## config.mk

```make
export PLATFORM = sky130hd
export DESIGN_NAME = bsgas_top
export DESIGN_NICKNAME = d
export VERILOG_FILES = /design/src/shared/bsgas_pkg.sv /design/src/design/bsgas_gpio_cell.sv /design/src/design/bsgas_present_delay.sv /design/src/design/bsgas_top.sv
export VERILOG_INCLUDE_DIRS = /design/src /design/src/shared
export SDC_FILE = /design/constraint.sdc
export NUM_CORES = 1
export LEC_CHECK = 0
export ABC_CLOCK_PERIOD_IN_PS = 1800
export BUFFER_PORTS_ARGS = -buffer_cell sky130_fd_sc_hd__buf_2
export CELL_PAD_IN_SITES_DETAIL_PLACEMENT = 0
export CELL_PAD_IN_SITES_GLOBAL_PLACEMENT = 1
export CORE_ASPECT_RATIO = 0.8
export CORE_MARGIN = 4
export CORE_UTILIZATION = 33
export DETAILED_ROUTE_END_ITERATION = 12
export PLACE_DENSITY_LB_ADDON = 0.1
export SYNTH_ARGS = -nofsm -noshare
export SYNTH_HDL_FRONTEND = slang
export SYNTH_SLANG_ARGS = --single-unit
```

## constraint.sdc

```tcl
create_clock -name mclk -period 1.8 [get_ports mclk]
set_input_delay 0.09 -clock mclk [delete_from_list [all_inputs] [get_ports mclk]]
set_output_delay 0.09 -clock mclk [all_outputs]
set_load 0.01 [all_outputs]
```

## src/shared/bsgas_defines.svh

```systemverilog
`ifndef BSGAS_DEFINES_SVH
`define BSGAS_DEFINES_SVH

// ==========================================================
// Register byte offsets
`define BSGAS_OFF_CTRL     8'h00
`define BSGAS_OFF_GPIO_OUT 8'h04
`define BSGAS_OFF_STATUS   8'h08
`define BSGAS_OFF_IRQ_STAT 8'h0c
`define BSGAS_OFF_IRQ_MASK 8'h10

// ==========================================================
// Field positions
`define BSGAS_CTRL_MODE_LSB 0
`define BSGAS_CTRL_CAL_GO   3
`define BSGAS_CTRL_CAL_STOP 4
`define BSGAS_ST_PIN_LSB    0
`define BSGAS_ST_BACKUP     3
`define BSGAS_ST_PRESENT    4
`define BSGAS_ST_CAL_LSB    5
`define BSGAS_ST_NOBUS      7
`define BSGAS_ST_ADDR_LSB   8
`define BSGAS_IRQ_BK_IN     0
`define BSGAS_IRQ_BK_OUT    1
`define BSGAS_IRQ_CAL_DONE  2
`define BSGAS_IRQ_DIS_END   3
`define BSGAS_IRQ_FAULT     4
`define BSGAS_IRQ_W         5

// ==========================================================
// Reset values and bus addresses
`define BSGAS_MODE_RST     3'h0
`define BSGAS_MODE_NOBUS   3'h7
`define BSGAS_GPIO_OUT_RST 3'h7
`define BSGAS_IRQ_RST      5'h00
`define BSGAS_ADDR_GND     7'h12
`define BSGAS_ADDR_VDD     7'h28
`define BSGAS_ADDR_VREF    7'h20

// ==========================================================
// Timing
`define BSGAS_CLK_NS        25
`define BSGAS_TICK_NS       1000
`define BSGAS_TICK_CYC      (`BSGAS_TICK_NS / `BSGAS_CLK_NS)
`define BSGAS_DLY_MIN_TICKS 8'h01

`endif

```

## src/shared/bsgas_pkg.sv

```systemverilog
package bsgas_pkg;

  // Decoded level of the address strap
  typedef enum logic [1:0] {
    STRAP_GND,
    STRAP_VDD,
    STRAP_VREF,
    STRAP_HALF
  } bsgas_strap_t;

  // Calibration progress
  typedef enum logic [1:0] {
    CAL_IDLE,
    CAL_RUN,
    CAL_DONE
  } bsgas_cal_t;

endpackage : bsgas_pkg

```

## src/design/bsgas_gpio_cell.sv

```systemverilog
`timescale 1ns/1ps

// One open-drain pin: status function or host-driven port
module bsgas_gpio_cell (
  input  wire logic mclk,
  input  wire logic rst_n,
  input  wire logic status_mode,
  input  wire logic host_out,
  input  wire logic status_on,
  input  wire logic pin_i,
  output logic      pin_o,
  output logic      pin_oe,
  output logic      pin_level
);

  logic pin_oe_ff;

  // ==========================================================
  // Drive: low only, never high (open drain)
  always_ff @(posedge mclk or negedge rst_n) begin
    if (!rst_n) begin
      pin_oe_ff <= 1'b0;
    end else if (status_mode) begin
      pin_oe_ff <= status_on;
    end else begin
      pin_oe_ff <= ~host_out;
    end
  end

  // Sampled pin level for the host read
  always_ff @(posedge mclk or negedge rst_n) begin
    if (!rst_n) begin
      pin_level <= 1'b1;
    end else begin
      pin_level <= pin_i;
    end
  end

  assign pin_o  = 1'b0;
  assign pin_oe = pin_oe_ff;

endmodule : bsgas_gpio_cell

```

## src/design/bsgas_present_delay.sv

```systemverilog
`timescale 1ns/1ps
`include "bsgas_defines.svh"

// Delays only the assertion of supply present; loss is immediate
module bsgas_present_delay (
  input  wire logic       mclk,
  input  wire logic       rst_n,
  input  wire logic       tick,
  input  wire logic       present,
  input  wire logic       delay_open,
  input  wire logic [7:0] delay_ticks,
  output logic            present_dly
);

  logic [7:0] cnt_ff;
  logic [7:0] limit;

  // Open pin or zero code both give the shortest delay
  assign limit = (delay_open || delay_ticks == 8'h00) ?
                 `BSGAS_DLY_MIN_TICKS : delay_ticks;

  // ==========================================================
  // Tick counter, restarted whenever the supply drops
  always_ff @(posedge mclk or negedge rst_n) begin
    if (!rst_n) begin
      cnt_ff      <= 8'h00;
      present_dly <= 1'b0;
    end else if (!present) begin
      cnt_ff      <= 8'h00;
      present_dly <= 1'b0;
    end else if (tick && !present_dly) begin
      if (cnt_ff + 8'h01 >= limit) begin
        present_dly <= 1'b1;
      end
      cnt_ff <= cnt_ff + 8'h01;
    end
  end

endmodule : bsgas_present_delay

```

## src/design/bsgas_top.sv

```systemverilog
// Added by the designer: the register addresses and the APB slave port.
`timescale 1ns/1ps
`include "bsgas_defines.svh"

// Operation
// - Strap level picks bus address 12h/28h/20h
// - Half-reference strap: no bus, status pins
// - Pin one: host port or charging status
// - No bus: pin one shows charging
// - Pin two: host port or backup undervoltage
// - No bus: pin two shows undervoltage
// - Pin three: host port or calibration done
// - No bus: pin three shows charge fault
// - Supply present low when sense and lockout ok
// - Delay present assertion; open pin gives minimum
// - Shutdown high: off or register reset
// - Backup when divided supply below threshold
// - Battery gate only in backup mode
// - Discharge limit turns battery gate off; default if grounded
// - Calibration limit ends calibration; default if grounded
// - Reverse current ends calibration unless disabled
// - Supply gate on whenever not in backup
// - Bus commands act regardless of battery type
module bsgas_top (
  input  wire logic        mclk,
  input  wire logic        arst_n,
  input  wire logic        psel,
  input  wire logic        penable,
  input  wire logic        pwrite,
  input  wire logic [7:0]  paddr,
  input  wire logic [31:0] pwdata,
  output logic [31:0]      prdata,
  output logic             pready,
  output logic             pslverr,
  output logic             irq,
  input  wire logic [1:0]  bus_address_strap,
  output logic [6:0]       slave_address,
  output logic             no_bus_option,
  input  wire logic        divided_supply_sense,
  input  wire logic        undervoltage_lockout,
  input  wire logic        shutdown_reset_in,
  input  wire logic        delay_pin_open,
  input  wire logic [7:0]  supply_present_delay,
  output logic             supply_present_n_o,
  output logic             supply_present_n_oe,
  output logic             shutdown_mode,
  output logic             backup_mode,
  output logic             battery_switch_gate,
  output logic             supply_switch_gate,
  input  wire logic        discharge_pin_grounded,
  input  wire logic        bat_below_prog_discharge,
  input  wire logic        bat_below_default_discharge,
  input  wire logic        cal_pin_grounded,
  input  wire logic        bat_at_prog_cal,
  input  wire logic        bat_at_default_cal,
  input  wire logic        reverse_sense_grounded,
  input  wire logic        reverse_near,
  output logic             calibrating,
  input  wire logic        charge_phase_active,
  input  wire logic        lead_acid_type,
  input  wire logic        lead_above_cx,
  input  wire logic        charge_fault,
  input  wire logic        gp_pin_one_i,
  output logic             gp_pin_one_o,
  output logic             gp_pin_one_oe,
  input  wire logic        gp_pin_two_i,
  output logic             gp_pin_two_o,
  output logic             gp_pin_two_oe,
  input  wire logic        gp_pin_three_i,
  output logic             gp_pin_three_o,
  output logic             gp_pin_three_oe
);

  logic                    rst_meta_ff;
  logic                    rst_n;
  logic                    init_done_ff;
  logic                    reg_clr;
  logic [5:0]              tick_cnt_ff;
  logic                    tick;
  logic [2:0]              mode_ff;
  logic [2:0]              gpio_out_ff;
  logic [`BSGAS_IRQ_W-1:0] irq_stat_ff;
  logic [`BSGAS_IRQ_W-1:0] irq_mask_ff;
  logic [`BSGAS_IRQ_W-1:0] irq_evt;
  logic [6:0]              addr_ff;
  logic                    no_bus_ff;
  bsgas_pkg::bsgas_cal_t   cal_ff;
  bsgas_pkg::bsgas_cal_t   nxt_cal;
  logic                    dis_end_ff;
  logic                    backup_ff;
  logic                    fault_ff;
  logic                    present_raw;
  logic                    present_dly;
  logic                    bat_at_dis;
  logic                    cal_at_limit;
  logic                    rev_stop;
  logic                    wr_en;
  logic                    rd_setup;
  logic                    addr_ok;
  logic                    cal_go;
  logic                    cal_stop;
  logic [2:0]              status_on;
  logic [2:0]              pin_level;
  logic [31:0]             rd_mux;

  // ==========================================================
  // Reset release through two flops
  always_ff @(posedge mclk or negedge arst_n) begin
    if (!arst_n) begin
      rst_meta_ff <= 1'b0;
      rst_n       <= 1'b0;
    end else begin
      rst_meta_ff <= 1'b1;
      rst_n       <= rst_meta_ff;
    end
  end

  // Shutdown high with supply present clears the mode, output, calibration and interrupt registers
  assign present_raw = divided_supply_sense & ~undervoltage_lockout;
  assign reg_clr     = shutdown_reset_in & present_raw;

  // ==========================================================
  // One microsecond tick for the present delay
  always_ff @(posedge mclk or negedge rst_n) begin
    if (!rst_n) begin
      tick_cnt_ff <= 6'h00;
    end else if (tick) begin
      tick_cnt_ff <= 6'h00;
    end else begin
      tick_cnt_ff <= tick_cnt_ff + 6'h01;
    end
  end

  assign tick = (tick_cnt_ff == 6'(`BSGAS_TICK_CYC - 1));

  // ==========================================================
  // Strap capture after reset; also redone after a register clear
  always_ff @(posedge mclk or negedge rst_n) begin
    if (!rst_n) begin
      init_done_ff <= 1'b0;
      addr_ff      <= `BSGAS_ADDR_GND;
      no_bus_ff    <= 1'b0;
    end else if (reg_clr) begin
      init_done_ff <= 1'b0;
    end else if (!init_done_ff) begin
      init_done_ff <= 1'b1;
      no_bus_ff    <= 1'b0;
      case (bsgas_pkg::bsgas_strap_t'(bus_address_strap))
        bsgas_pkg::STRAP_GND:  addr_ff <= `BSGAS_ADDR_GND;
        bsgas_pkg::STRAP_VDD:  addr_ff <= `BSGAS_ADDR_VDD;
        bsgas_pkg::STRAP_VREF: addr_ff <= `BSGAS_ADDR_VREF;
        bsgas_pkg::STRAP_HALF: begin
          addr_ff   <= `BSGAS_ADDR_GND;
          no_bus_ff <= 1'b1;
        end
        default: addr_ff <= `BSGAS_ADDR_GND;
      endcase
    end
  end

  assign slave_address = addr_ff;
  assign no_bus_option = no_bus_ff;

  // ==========================================================
  // APB decode; bus writes are never gated by battery type
  assign wr_en    = psel & penable & pwrite & addr_ok;
  assign rd_setup = psel & ~penable & ~pwrite;
  assign pready   = psel & penable;
  assign pslverr  = psel & penable & ~addr_ok;
  assign cal_go   = wr_en && paddr == `BSGAS_OFF_CTRL &&
                    pwdata[`BSGAS_CTRL_CAL_GO];
  assign cal_stop = wr_en && paddr == `BSGAS_OFF_CTRL &&
                    pwdata[`BSGAS_CTRL_CAL_STOP];

  always_comb begin
    addr_ok = 1'b1;
    rd_mux  = 32'h0000_0000;
    case (paddr)
      `BSGAS_OFF_CTRL:     rd_mux[2:0] = mode_ff;
      `BSGAS_OFF_GPIO_OUT: rd_mux[2:0] = gpio_out_ff;
      `BSGAS_OFF_STATUS: begin
        rd_mux[`BSGAS_ST_PIN_LSB +: 3] = pin_level;
        rd_mux[`BSGAS_ST_BACKUP]       = backup_ff;
        rd_mux[`BSGAS_ST_PRESENT]      = present_dly;
        rd_mux[`BSGAS_ST_CAL_LSB +: 2] = cal_ff;
        rd_mux[`BSGAS_ST_NOBUS]        = no_bus_ff;
        rd_mux[`BSGAS_ST_ADDR_LSB +: 7] = addr_ff;
      end
      `BSGAS_OFF_IRQ_STAT: rd_mux[`BSGAS_IRQ_W-1:0] = irq_stat_ff;
      `BSGAS_OFF_IRQ_MASK: rd_mux[`BSGAS_IRQ_W-1:0] = irq_mask_ff;
      default: addr_ok = 1'b0;
    endcase
  end

  // Read data flopped in the setup phase, ready in the access phase
  always_ff @(posedge mclk or negedge rst_n) begin
    if (!rst_n) begin
      prdata <= 32'h0000_0000;
    end else if (rd_setup) begin
      prdata <= rd_mux;
    end
  end

  // ==========================================================
  // Pin mode and host output bits; no-bus strap loads status mode at capture
  always_ff @(posedge mclk or negedge rst_n) begin
    if (!rst_n) begin
      mode_ff     <= `BSGAS_MODE_RST;
      gpio_out_ff <= `BSGAS_GPIO_OUT_RST;
    end else if (reg_clr) begin
      mode_ff     <= `BSGAS_MODE_RST;
      gpio_out_ff <= `BSGAS_GPIO_OUT_RST;
    end else if (!init_done_ff) begin
      if (bsgas_pkg::bsgas_strap_t'(bus_address_strap) ==
          bsgas_pkg::STRAP_HALF) begin
        mode_ff <= `BSGAS_MODE_NOBUS;
      end
    end else if (wr_en && paddr == `BSGAS_OFF_CTRL) begin
      mode_ff <= pwdata[`BSGAS_CTRL_MODE_LSB +: 3];
    end else if (wr_en && paddr == `BSGAS_OFF_GPIO_OUT) begin
      gpio_out_ff <= pwdata[2:0];
    end
  end

  // ==========================================================
  // Backup follows the divided sense and the lockout
  always_ff @(posedge mclk or negedge rst_n) begin
    if (!rst_n) begin
      backup_ff <= 1'b0;
    end else begin
      backup_ff <= ~present_raw;
    end
  end

  // Grounded limit pins fall back to the default comparators
  assign bat_at_dis = discharge_pin_grounded ?
                      bat_below_default_discharge :
                      bat_below_prog_discharge;
  assign cal_at_limit = cal_pin_grounded ? bat_at_default_cal :
                        bat_at_prog_cal;
  assign rev_stop = reverse_near & ~reverse_sense_grounded;

  // Battery isolated once drained; rearmed when backup ends
  always_ff @(posedge mclk or negedge rst_n) begin
    if (!rst_n) begin
      dis_end_ff <= 1'b0;
    end else if (!backup_ff) begin
      dis_end_ff <= 1'b0;
    end else if (bat_at_dis) begin
      dis_end_ff <= 1'b1;
    end
  end

  // ==========================================================
  // Switch gates; battery off outside backup to stop back-drive
  always_ff @(posedge mclk or negedge rst_n) begin
    if (!rst_n) begin
      battery_switch_gate <= 1'b0;
      supply_switch_gate  <= 1'b0;
      shutdown_mode       <= 1'b0;
    end else begin
      shutdown_mode       <= shutdown_reset_in & ~present_raw;
      battery_switch_gate <= backup_ff & ~dis_end_ff &
                             ~shutdown_reset_in;
      supply_switch_gate  <= ~backup_ff;
    end
  end

  assign backup_mode = backup_ff;

  // ==========================================================
  // Calibration sequence; backup or a clear cancels it
  always_comb begin
    nxt_cal = cal_ff;
    case (cal_ff)
      bsgas_pkg::CAL_IDLE: begin
        if (cal_go && !backup_ff) begin
          nxt_cal = bsgas_pkg::CAL_RUN;
        end
      end
      bsgas_pkg::CAL_RUN: begin
        if (backup_ff || cal_stop) begin
          nxt_cal = bsgas_pkg::CAL_IDLE;
        end else if (cal_at_limit || rev_stop) begin
          nxt_cal = bsgas_pkg::CAL_DONE;
        end
      end
      bsgas_pkg::CAL_DONE: begin
        if (cal_go && !backup_ff) begin
          nxt_cal = bsgas_pkg::CAL_RUN;
        end
      end
      default: nxt_cal = bsgas_pkg::CAL_IDLE;
    endcase
  end

  always_ff @(posedge mclk or negedge rst_n) begin
    if (!rst_n) begin
      cal_ff <= bsgas_pkg::CAL_IDLE;
    end else if (reg_clr) begin
      cal_ff <= bsgas_pkg::CAL_IDLE;
    end else begin
      cal_ff <= nxt_cal;
    end
  end

  assign calibrating = (cal_ff == bsgas_pkg::CAL_RUN);

  // ==========================================================
  // Status functions of the three pins
  always_comb begin
    status_on[0] = charge_phase_active |
                   (lead_acid_type & lead_above_cx);
    status_on[1] = backup_ff & bat_at_dis;
    status_on[2] = no_bus_ff ? charge_fault :
                   (cal_ff == bsgas_pkg::CAL_DONE);
  end

  bsgas_gpio_cell u_pin_one (
    .mclk        (mclk),
    .rst_n       (rst_n),
    .status_mode (mode_ff[0]),
    .host_out    (gpio_out_ff[0]),
    .status_on   (status_on[0]),
    .pin_i       (gp_pin_one_i),
    .pin_o       (gp_pin_one_o),
    .pin_oe      (gp_pin_one_oe),
    .pin_level   (pin_level[0])
  );

  bsgas_gpio_cell u_pin_two (
    .mclk        (mclk),
    .rst_n       (rst_n),
    .status_mode (mode_ff[1]),
    .host_out    (gpio_out_ff[1]),
    .status_on   (status_on[1]),
    .pin_i       (gp_pin_two_i),
    .pin_o       (gp_pin_two_o),
    .pin_oe      (gp_pin_two_oe),
    .pin_level   (pin_level[1])
  );

  bsgas_gpio_cell u_pin_three (
    .mclk        (mclk),
    .rst_n       (rst_n),
    .status_mode (mode_ff[2]),
    .host_out    (gpio_out_ff[2]),
    .status_on   (status_on[2]),
    .pin_i       (gp_pin_three_i),
    .pin_o       (gp_pin_three_o),
    .pin_oe      (gp_pin_three_oe),
    .pin_level   (pin_level[2])
  );

  // ==========================================================
  // Supply present: open drain low after the programmed delay
  bsgas_present_delay u_present (
    .mclk        (mclk),
    .rst_n       (rst_n),
    .tick        (tick),
    .present     (present_raw),
    .delay_open  (delay_pin_open),
    .delay_ticks (supply_present_delay),
    .present_dly (present_dly)
  );

  assign supply_present_n_o  = 1'b0;
  assign supply_present_n_oe = present_dly;

  // ==========================================================
  // Interrupt events; a set in the clear cycle wins
  always_ff @(posedge mclk or negedge rst_n) begin
    if (!rst_n) begin
      fault_ff <= 1'b0;
    end else begin
      fault_ff <= charge_fault;
    end
  end

  always_comb begin
    irq_evt = '0;
    irq_evt[`BSGAS_IRQ_BK_IN]    = ~present_raw & ~backup_ff;
    irq_evt[`BSGAS_IRQ_BK_OUT]   = present_raw & backup_ff;
    irq_evt[`BSGAS_IRQ_CAL_DONE] = calibrating &
                                   (nxt_cal == bsgas_pkg::CAL_DONE);
    irq_evt[`BSGAS_IRQ_DIS_END]  = backup_ff & bat_at_dis & ~dis_end_ff;
    irq_evt[`BSGAS_IRQ_FAULT]    = charge_fault & ~fault_ff;
  end

  always_ff @(posedge mclk or negedge rst_n) begin
    if (!rst_n) begin
      irq_stat_ff <= `BSGAS_IRQ_RST;
      irq_mask_ff <= `BSGAS_IRQ_RST;
    end else if (reg_clr) begin
      irq_stat_ff <= `BSGAS_IRQ_RST;
      irq_mask_ff <= `BSGAS_IRQ_RST;
    end else begin
      if (wr_en && paddr == `BSGAS_OFF_IRQ_STAT) begin
        irq_stat_ff <= (irq_stat_ff & ~pwdata[`BSGAS_IRQ_W-1:0]) |
                       irq_evt;
      end else begin
        irq_stat_ff <= irq_stat_ff | irq_evt;
      end
      if (wr_en && paddr == `BSGAS_OFF_IRQ_MASK) begin
        irq_mask_ff <= pwdata[`BSGAS_IRQ_W-1:0];
      end
    end
  end

  assign irq = |(irq_stat_ff & irq_mask_ff);

endmodule : bsgas_top

```

* After elaboration in Yosys (flattened, before gate mapping)
Index checks and enable logic that the tools add are counted.
** Cells by class
- Multiplexer cells :: 39
- Magnitude comparators :: 1
- Bitwise gates (word level) :: 40
- Add/subtract/negate cells :: 2
- Reductions and logical operators :: 29
- Equal/unequal tests :: 16
** Operators with widths (number)
- $mux 3 :: 8
- $mux 8 :: 3
- $pmux 7 s3 :: 1
- $mux 5 :: 4
- $and 1x1->1 :: 19
- $eq 8x4->1 const B :: 2
- $logic_not 8->1 :: 2
- $not 1->1 :: 15
- $pmux 3 s5 :: 1
- $mux 1 :: 14
- $and 5x5->5 :: 2
- $mux 10 :: 1
- $or 5x5->5 :: 2
- $reduce_or 5->1 :: 2
- $add 8x1->8 const B :: 1
- $eq 2x2->1 const B :: 4
- $eq 8x3->1 const B :: 1
- $eq 8x5->1 const B :: 1
- $ge 8x8->1 :: 1
- $logic_and 1x1->1 :: 8
- $mux 2 :: 4
- $add 6x1->6 const B :: 1
- $eq 6x6->1 const B :: 1
- $mux 6 :: 1
- 16 further kinds :: 28
** Word-level totals
- Word-level logic and storage cells :: 153
- Bits in registers :: 71

* Logic depth before layout (Yosys ltp)
Gate-level depths: netlist (run 1).
- Depth after elaboration :: 14
- Mapped depth :: 9

* By module
From an unflattened synthesis (run 1), not the netlist that was laid out.
** Second synthesis, totals
- Cell total of the unflattened synthesis :: 330
- Area total of the unflattened synthesis :: 3480.8 um2
** Modules (own cells, without submodules)
- bsgas_top :: times used 1, area an instance 2521.2 um2, cells an instance 233, seq. area each 1206.2 um2
- bsgas_present_delay :: times used 1, area an instance 745.7 um2, cells an instance 79, seq. area each 225.2 um2
- bsgas_gpio_cell :: times used 3, area an instance 71.3 um2, cells an instance 6, seq. area each 51.3 um2

* Worst setup path after synthesis (run 1)
No wires, ideal clock.
- Path kind :: reg2reg
- Start point :: register u_present.cnt_ff[0]
- End point :: register u_present.present_dly
- Period minus slack after synthesis :: 1999 ps
- Arrival time :: 1865 ps
- Cell stages (with the launch flop) :: 10
- Setup time :: 134 ps
- Slack :: -199 ps
- Path through :: dfrtp_1 > ha_1 > nand3_1 > nor2_1 > xor2_1 > ha_1 > nand2_1 > nor2_1 > a2111oi_0 > a21oi_1
** On the way
- Longest elaborated chain between the ends :: 4
** RTL lines
- from (decl) :: RTL line bsgas_present_delay.sv:15 : logic [7:0] cnt_ff;
- from (signal assigned) :: RTL line bsgas_present_delay.sv:35 : cnt_ff <= cnt_ff + 8'h01;
- $add 8x1->8 :: RTL line bsgas_present_delay.sv:32 : if (cnt_ff + 8'h01 >= limit) begin
- $ge 8x8->1 :: RTL line bsgas_present_delay.sv:32
- $ne 2x1->1 (no line)
- $reduce_and 2->1 (no line)
- to (signal assigned) :: RTL line bsgas_present_delay.sv:27 : present_dly <= 1'b0;
- to (signal assigned) :: RTL line bsgas_present_delay.sv:30 : present_dly <= 1'b0;
- to (signal assigned) :: RTL line bsgas_present_delay.sv:33 : present_dly <= 1'b1;
- to (decl) :: RTL line bsgas_present_delay.sv:12 : output logic present_dly
Every way passes these cells.
A chain may end at the register's enable or synchronous reset.

* Final worst setup path (run 1)
- Start point :: register u_present.cnt_ff[1]
- End point :: register u_present.present_dly
Same word-level chain as after synthesis.

==> results of run 1 <==
critical path, cell delays in order, from the launching register on:
cell,delay [ns]
dfrtp_2,0.44
ha_4,0.18
nand3_4,0.10
nor2_4,0.04
xor2_1,0.14
ha_1,0.28
nand2_2,0.06
buf_4,0.13
nor3_2,0.16
o31ai_1,0.10
a21oi_1,0.14
logic make-up after synthesis:
family	after synthesis	share of synthesized area, %
buffers and inverters	45	8.28
adders and majority gates	12	4.36
other	2	0.218
and+or+nand+nor	113	18.1
xor gates and xnor gates	13	3.31
muxes	21	6.25
AOI/OAI and AO/OA	62	13.5
DFF	63	46.0
synthesized netlist by cell type, drive strengths merged (3+ instances only):
master  number  area [um^2]
or3b         3         26.3
xor2         6         52.6
nor3         7         40.0
o221a        6         67.6
o21a         4         30.0
a22oi        4         30.0
nand3        9         45.0
mux2         4         45.0
nor4         6         58.8
nand2b      10         62.6
a21oi       12         60.1
mux2i       17          170
nand2       30          113
a31o         4         35.0
dfrtp       56         1400
and2         4         25.0
inv          6         22.5
nor2b        6         37.5
nor2        26         97.6
o21ai       10         50.1
clkbuf       8         30.0
dfstp        7          184
a31oi        3         18.8
buf         31          233
xnor2        7         61.3
ha          12          150
a22o         6         52.6
cell usage in the layout (no fill, tap or decap), drive strengths merged, types with 3 or more instances in the layout:
master and instances:
a22o 6, o21ai 10, dfrtp 56, mux2 4, nor3 7, inv 6, and2 4, xor2 6
or3b 3, nand3 9, xnor2 7, clkbuf 12, ha 12, nor2 26, buf 106, a31oi 3
clkinv 3, nand2b 10, a21oi 12, mux2i 17, o221a 6, a22oi 4, nor2b 6, dlygate4sd3 5
a31o 4, o21a 4, dfstp 7, nand2 30, nor4 6, conb 28
through the flow:
stage | setup TNS (ns) | power, uW | utilization, % | hold WS, ns
after floorplan | -0.0638 | 1820 | - | -0.206
after global placement | -0.307 | 1960 | 40.5 | -0.123
after detailed placement | -0.413 | 1960 | 40.5 | -0.122
after CTS | -0.132 | 3710 | 43.8 | 0.00729
after global routing | -0.231 | 3810 | 44.2 | 0.00182
final | -0.0475 | 3630 | 44.2 | 0.00449
routing by layer:
layer	up-vias	wire, um	global-route usage [%]
li1	1343	-	-
met1	1305	4760	25.1
met2	83	3490	20.1
met3	5	642	4.32
met4	0	65	4.13
met5	-	0	0
registers in the layout (all words and copies together) (netlist names), 2 cells and up:
signal            cells
mode_ff               3
u_present.cnt_ff      8
prdata               11
tick_cnt_ff           6
irq_mask_ff           5
gpio_out_ff           3
irq_stat_ff           5
slave_address         3
cal_ff                2
power breakdown:
part | total [uW] | internal [uW] | leakage (uW) | switching (uW)
logic | 396 | 173 | 0.00123 | 223
registers | 1550 | 1490 | 0.000808 | 58.5
clock network | 1680 | 1100 | 0.000146 | 584
final cells by class:
cell class	instances	area share [%]
flip-flops and latches	63	35.1
multi-input cells	249	39.0
clock inverters	4	0.996
clock buffers	12	5.45
inverters	6	0.498
well taps	140	3.87
repair buffers	111	15.1
timing repair:
item,in CTS,in global routing
setup endpoints to repair,1,1
setup buffers,0,0
hold endpoints to repair,6,0
hold buffers,5,0
pin swaps,0,3
gates resized for setup,1,9
path summary, 6_finish.rpt:
path | start | endpoint | slack, ns | cells after the start
worst max-delay path | u_present.cnt_ff[1] | u_present.present_dly | -0.05 | 10
worst max register to register | u_present.cnt_ff[1] | u_present.present_dly | -0.05 | 10
max in group asynchronous | rst_n | slave_address[4] | 1.14 | 1
worst min register to register | rst_n | u_present.cnt_ff[2] | 0.09 | 0
min in group asynchronous | arst_n | rst_meta_ff | 0.07 | 2
worst min-delay path | shutdown_reset_in | battery_switch_gate | 0.004 | 2
==> run metrics, run 1 <==
final setup vio count 1; Clock transition at path regs 0.05 ns; Bufs on Longest Clock Path 2; initial antenna violation count 0; Top FF cell, synth dfrtp_1; Leak 0.00218 uW; Post-Syn Instances 331; multi-input logic area 0.00176 mm^2; synth warn 0; failing checks setup timing; outcome finished with violations; Tmin final 1.85 ns; CTS buffer count 9; CTS Sinks 63; Die X 122 um; GRT Util Overall 15.6%; Setup WS pre-CTS -0.148 ns; Placed Cells 564; Peak VDD IR 0.568 mV; unrepaired setup endpoints after global routing yes; ys async rst share 100%; Post-synth EDFFs 0; DP Area 0.00415 mm^2; core area 0.0102 mm^2; final hold vios 0; Final Max Tran Viols 0; fin area 0.00452 mm^2; non-filler instance count after layout 585; WL final 8960 um; RePlAce Congestion 0.762; fraction of the yosys area taken by sequential cells 46.0%; Max Clock Skew 0.00581 ns; worst setup margin -0.0475 ns; Seq cells post-synth 63; H-tree Lvls 3; Die H 99.4 um; Initial Util 33.6%; mean area per synthesized cell 10.4 um^2; Req. time, crit path 2.05 ns; hpwl dp 6940 um; die footprint 0.0121 mm^2; Clock Latency Late Sink 0.33 ns; wire per inst 15.3 um; Area growth, synth to finish 31.3%; Arrival @ worst endpoint 2.10 ns; DR DRC count 0; CP endpoint kind flip-flop; Cell Pwr Density 802 mW/mm^2; Synth cell types 55; global-route wire length before repair 14500 um; mapped cell area 0.00344 mm^2; root buf cell clkbuf_16; Register Area 0.00159 mm^2; Routed Antenna Nets 0; DR iter-0 viols 142; Overflow after GRT 0; layout cells sized above 1 37.5%; fin crit share 103%; CP Class flip-flop to flip-flop; max-cap viol count 0; CTS tree yes; Pre-Repair DR Iteration Count 4; Ports 130; vias per cell 4.68; number of fill cells in the layout 1016; nets@finish 526; fmax 0.541 GHz; CP max FO 3; # port buffers 75; antenna cell count 0; crit start category flip-flop; vias 2736; Hold Crit Class primary input to flip-flop; largest net degree at the start of global routing 57; FP Rows 33; vias in the first global route 2710
No activity file was read; power rests on OpenSTA's default activity.
==> inputs of run 2 (changes only) <==
--- a/config.mk
+++ b/config.mk
@@ -14,6 +14,7 @@
 export CORE_MARGIN = 4
 export CORE_UTILIZATION = 33
 export DETAILED_ROUTE_END_ITERATION = 12
+export HOLD_SLACK_MARGIN = 0.12
 export PLACE_DENSITY_LB_ADDON = 0.1
 export SYNTH_ARGS = -nofsm -noshare
 export SYNTH_HDL_FRONTEND = slang
==> run 2 against run 1 <==
- sequential share of layout area fell by 0.83 points
- die area is the same
- clock power is essentially flat
- utilization rose by 1.1 points
- critical endpoint unchanged
- setup slack about the same
- power grew 0.58%
- the run still ends with setup timing left
==> run metrics, run 2 (synthesis gave the netlist of run 1 again) <==
outcome finished with violations; failing checks setup timing; die footprint 0.0121 mm^2; most frequent cells in the layout buf_2, dfrtp_1, buf_4, nand2_1, conb_1; Register Area 0.00159 mm^2; vias in the first global route 2756; RePlAce Congestion 0.762; top flop regs prdata: 11 flops, u_present.cnt_ff: 8 flops, tick_cnt_ff: 6 flops; Clock Latency Late Sink 0.33 ns; slowest CP cell dfrtp_2; met2 GRT Util 20.4%; Cell Pwr Density 788 mW/mm^2; layout cells sized above 1 36.6%; CTS Sinks 63; final setup vio count 1; nets@finish 537; unrepaired setup endpoints after global routing yes; Worst path max stage delay 0.44 ns; CP delay by family, top adder cells; commonest non-fill, non-tap cell in the layout buf_2; antenna cell count 0; Arrival @ worst endpoint 2.10 ns; WP buf/inv 1; core area 0.0102 mm^2; DR iter-0 viols 152; GR peak layer met1; global-route wire length before repair 14700 um; grt met1 use 25.3%; Max Clock Skew 0.00593 ns; vias per cell 4.63; final hold vios 0; max-cap viol count 0; CP endpoint kind flip-flop; largest net degree at the start of global routing 57; hpwl dp 6940 um; Largest register FFs 11; Initial Util 33.6%; setup tns final -0.0479 ns; worst hold slack 0.146 ns; worst setup margin -0.0479 ns; CTS tree yes; Leak 0.00223 uW; Hold Crit Class primary input to flip-flop; Clock transition at path regs 0.05 ns; Setup Buffers After CTS 0; Routed Antenna Nets 0; Tmin final 1.85 ns; Overflow after GRT 0; fmax 0.541 GHz; Final Max Tran Viols 0; GRT Util Overall 15.8%; CP Class flip-flop to flip-flop; Die H 99.4 um; CP max FO 3; initial antenna violation count 0; Largest Register prdata; DR DRC count 0; Req. time, crit path 2.05 ns; multi-input logic area 0.00176 mm^2; crit start category flip-flop; Peak VDD IR 0.571 mV; H-tree Lvls 3; # port buffers 75; grt met3 use 4.38%; WL final 8990 um; Die X 122 um; Pre-Repair DR Iteration Count 4; FP Rows 33; fin crit share 103%; CTS buffer count 9; crit-path cells ha_4 -> nand3_4 -> nor2_4 -> xor2_1 -> ha_1 -> nand2_2 -> buf_4 -> nor3_2 -> o31ai_1 -> a21oi_1; wire per inst 15.1 um; vias 2758; Ports 130; root buf cell clkbuf_16; Area growth, synth to finish 34.5%; number of fill cells in the layout 1008; Bufs on Longest Clock Path 2
[run 2: layout make-up]
type	count	area share (%)
Clock buffer	12	5.32
Timing Repair Buffer	122	17.1
Clock inverter	4	0.972
Multi-Input combinational cell	249	38.0
Tap cell	140	3.78
Sequential cell	63	34.3
Inverter	6	0.486
[run 2: tightest hold or removal path: cells and delay by family]
kind	cells	cell delay [ns]
buf+inv	1	0.07
mux	1	0.15
simple gates	2	0.13
[run 2: final timing paths]
path                                         end                        start  cells past startpoint  slack [ns]
min in group asynchronous    u_present.cnt_ff[7]                        rst_n                      1        0.28
hold / removal                        dis_end_ff  bat_below_default_discharge                      4        0.15
setup reg to reg           u_present.present_dly          u_present.cnt_ff[1]                     10       -0.05
hold reg to reg              u_present.cnt_ff[7]                        rst_n                      1        0.28
setup / recovery           u_present.present_dly          u_present.cnt_ff[1]                     10       -0.05
max in group asynchronous    u_present.cnt_ff[0]                        rst_n                      1        0.91
[run 2: per-layer routing]
layer  part of all wire [%]  vias up
li1                       -     1368
met1                     55     1306
met2                     39       77
met3                    5.3        7
met4                    1.0        0
met5                      0        -
[run 2: what timing repair did]
| action | CTS | global route |
|---|---|---|
| hold endpoints to repair | 28 | 0 |
| hold buffers | 16 | 0 |
| pin swaps | 0 | 3 |
| gates cloned | 0 | 0 |
| gates resized for setup | 1 | 9 |
| endpoints found under the setup margin | 1 | 1 |
[run 2: power breakdown]
part	internal, uW	total (uW)	switching (uW)	leakage, uW
Clock	1100	1690	587	0.000146
Combinational	189	416	227	0.00128
Sequential	1490	1550	56.1	0.000808
[run 2: per-stage QoR]
step	area, um^2	instances	utilization [%]	setup WS, ns	total power [uW]
3_5_place_dp	4150	564	40.5	-0.148	1960
3_3_place_gp	4150	564	40.5	-0.106	1960
5_1_grt	4630	596	45.3	-0.231	3830
4_1_cts	4600	596	44.9	-0.132	3720
2_1_floorplan	3610	357	-	-0.0638	1820
6_report	4630	596	45.3	-0.0479	3650
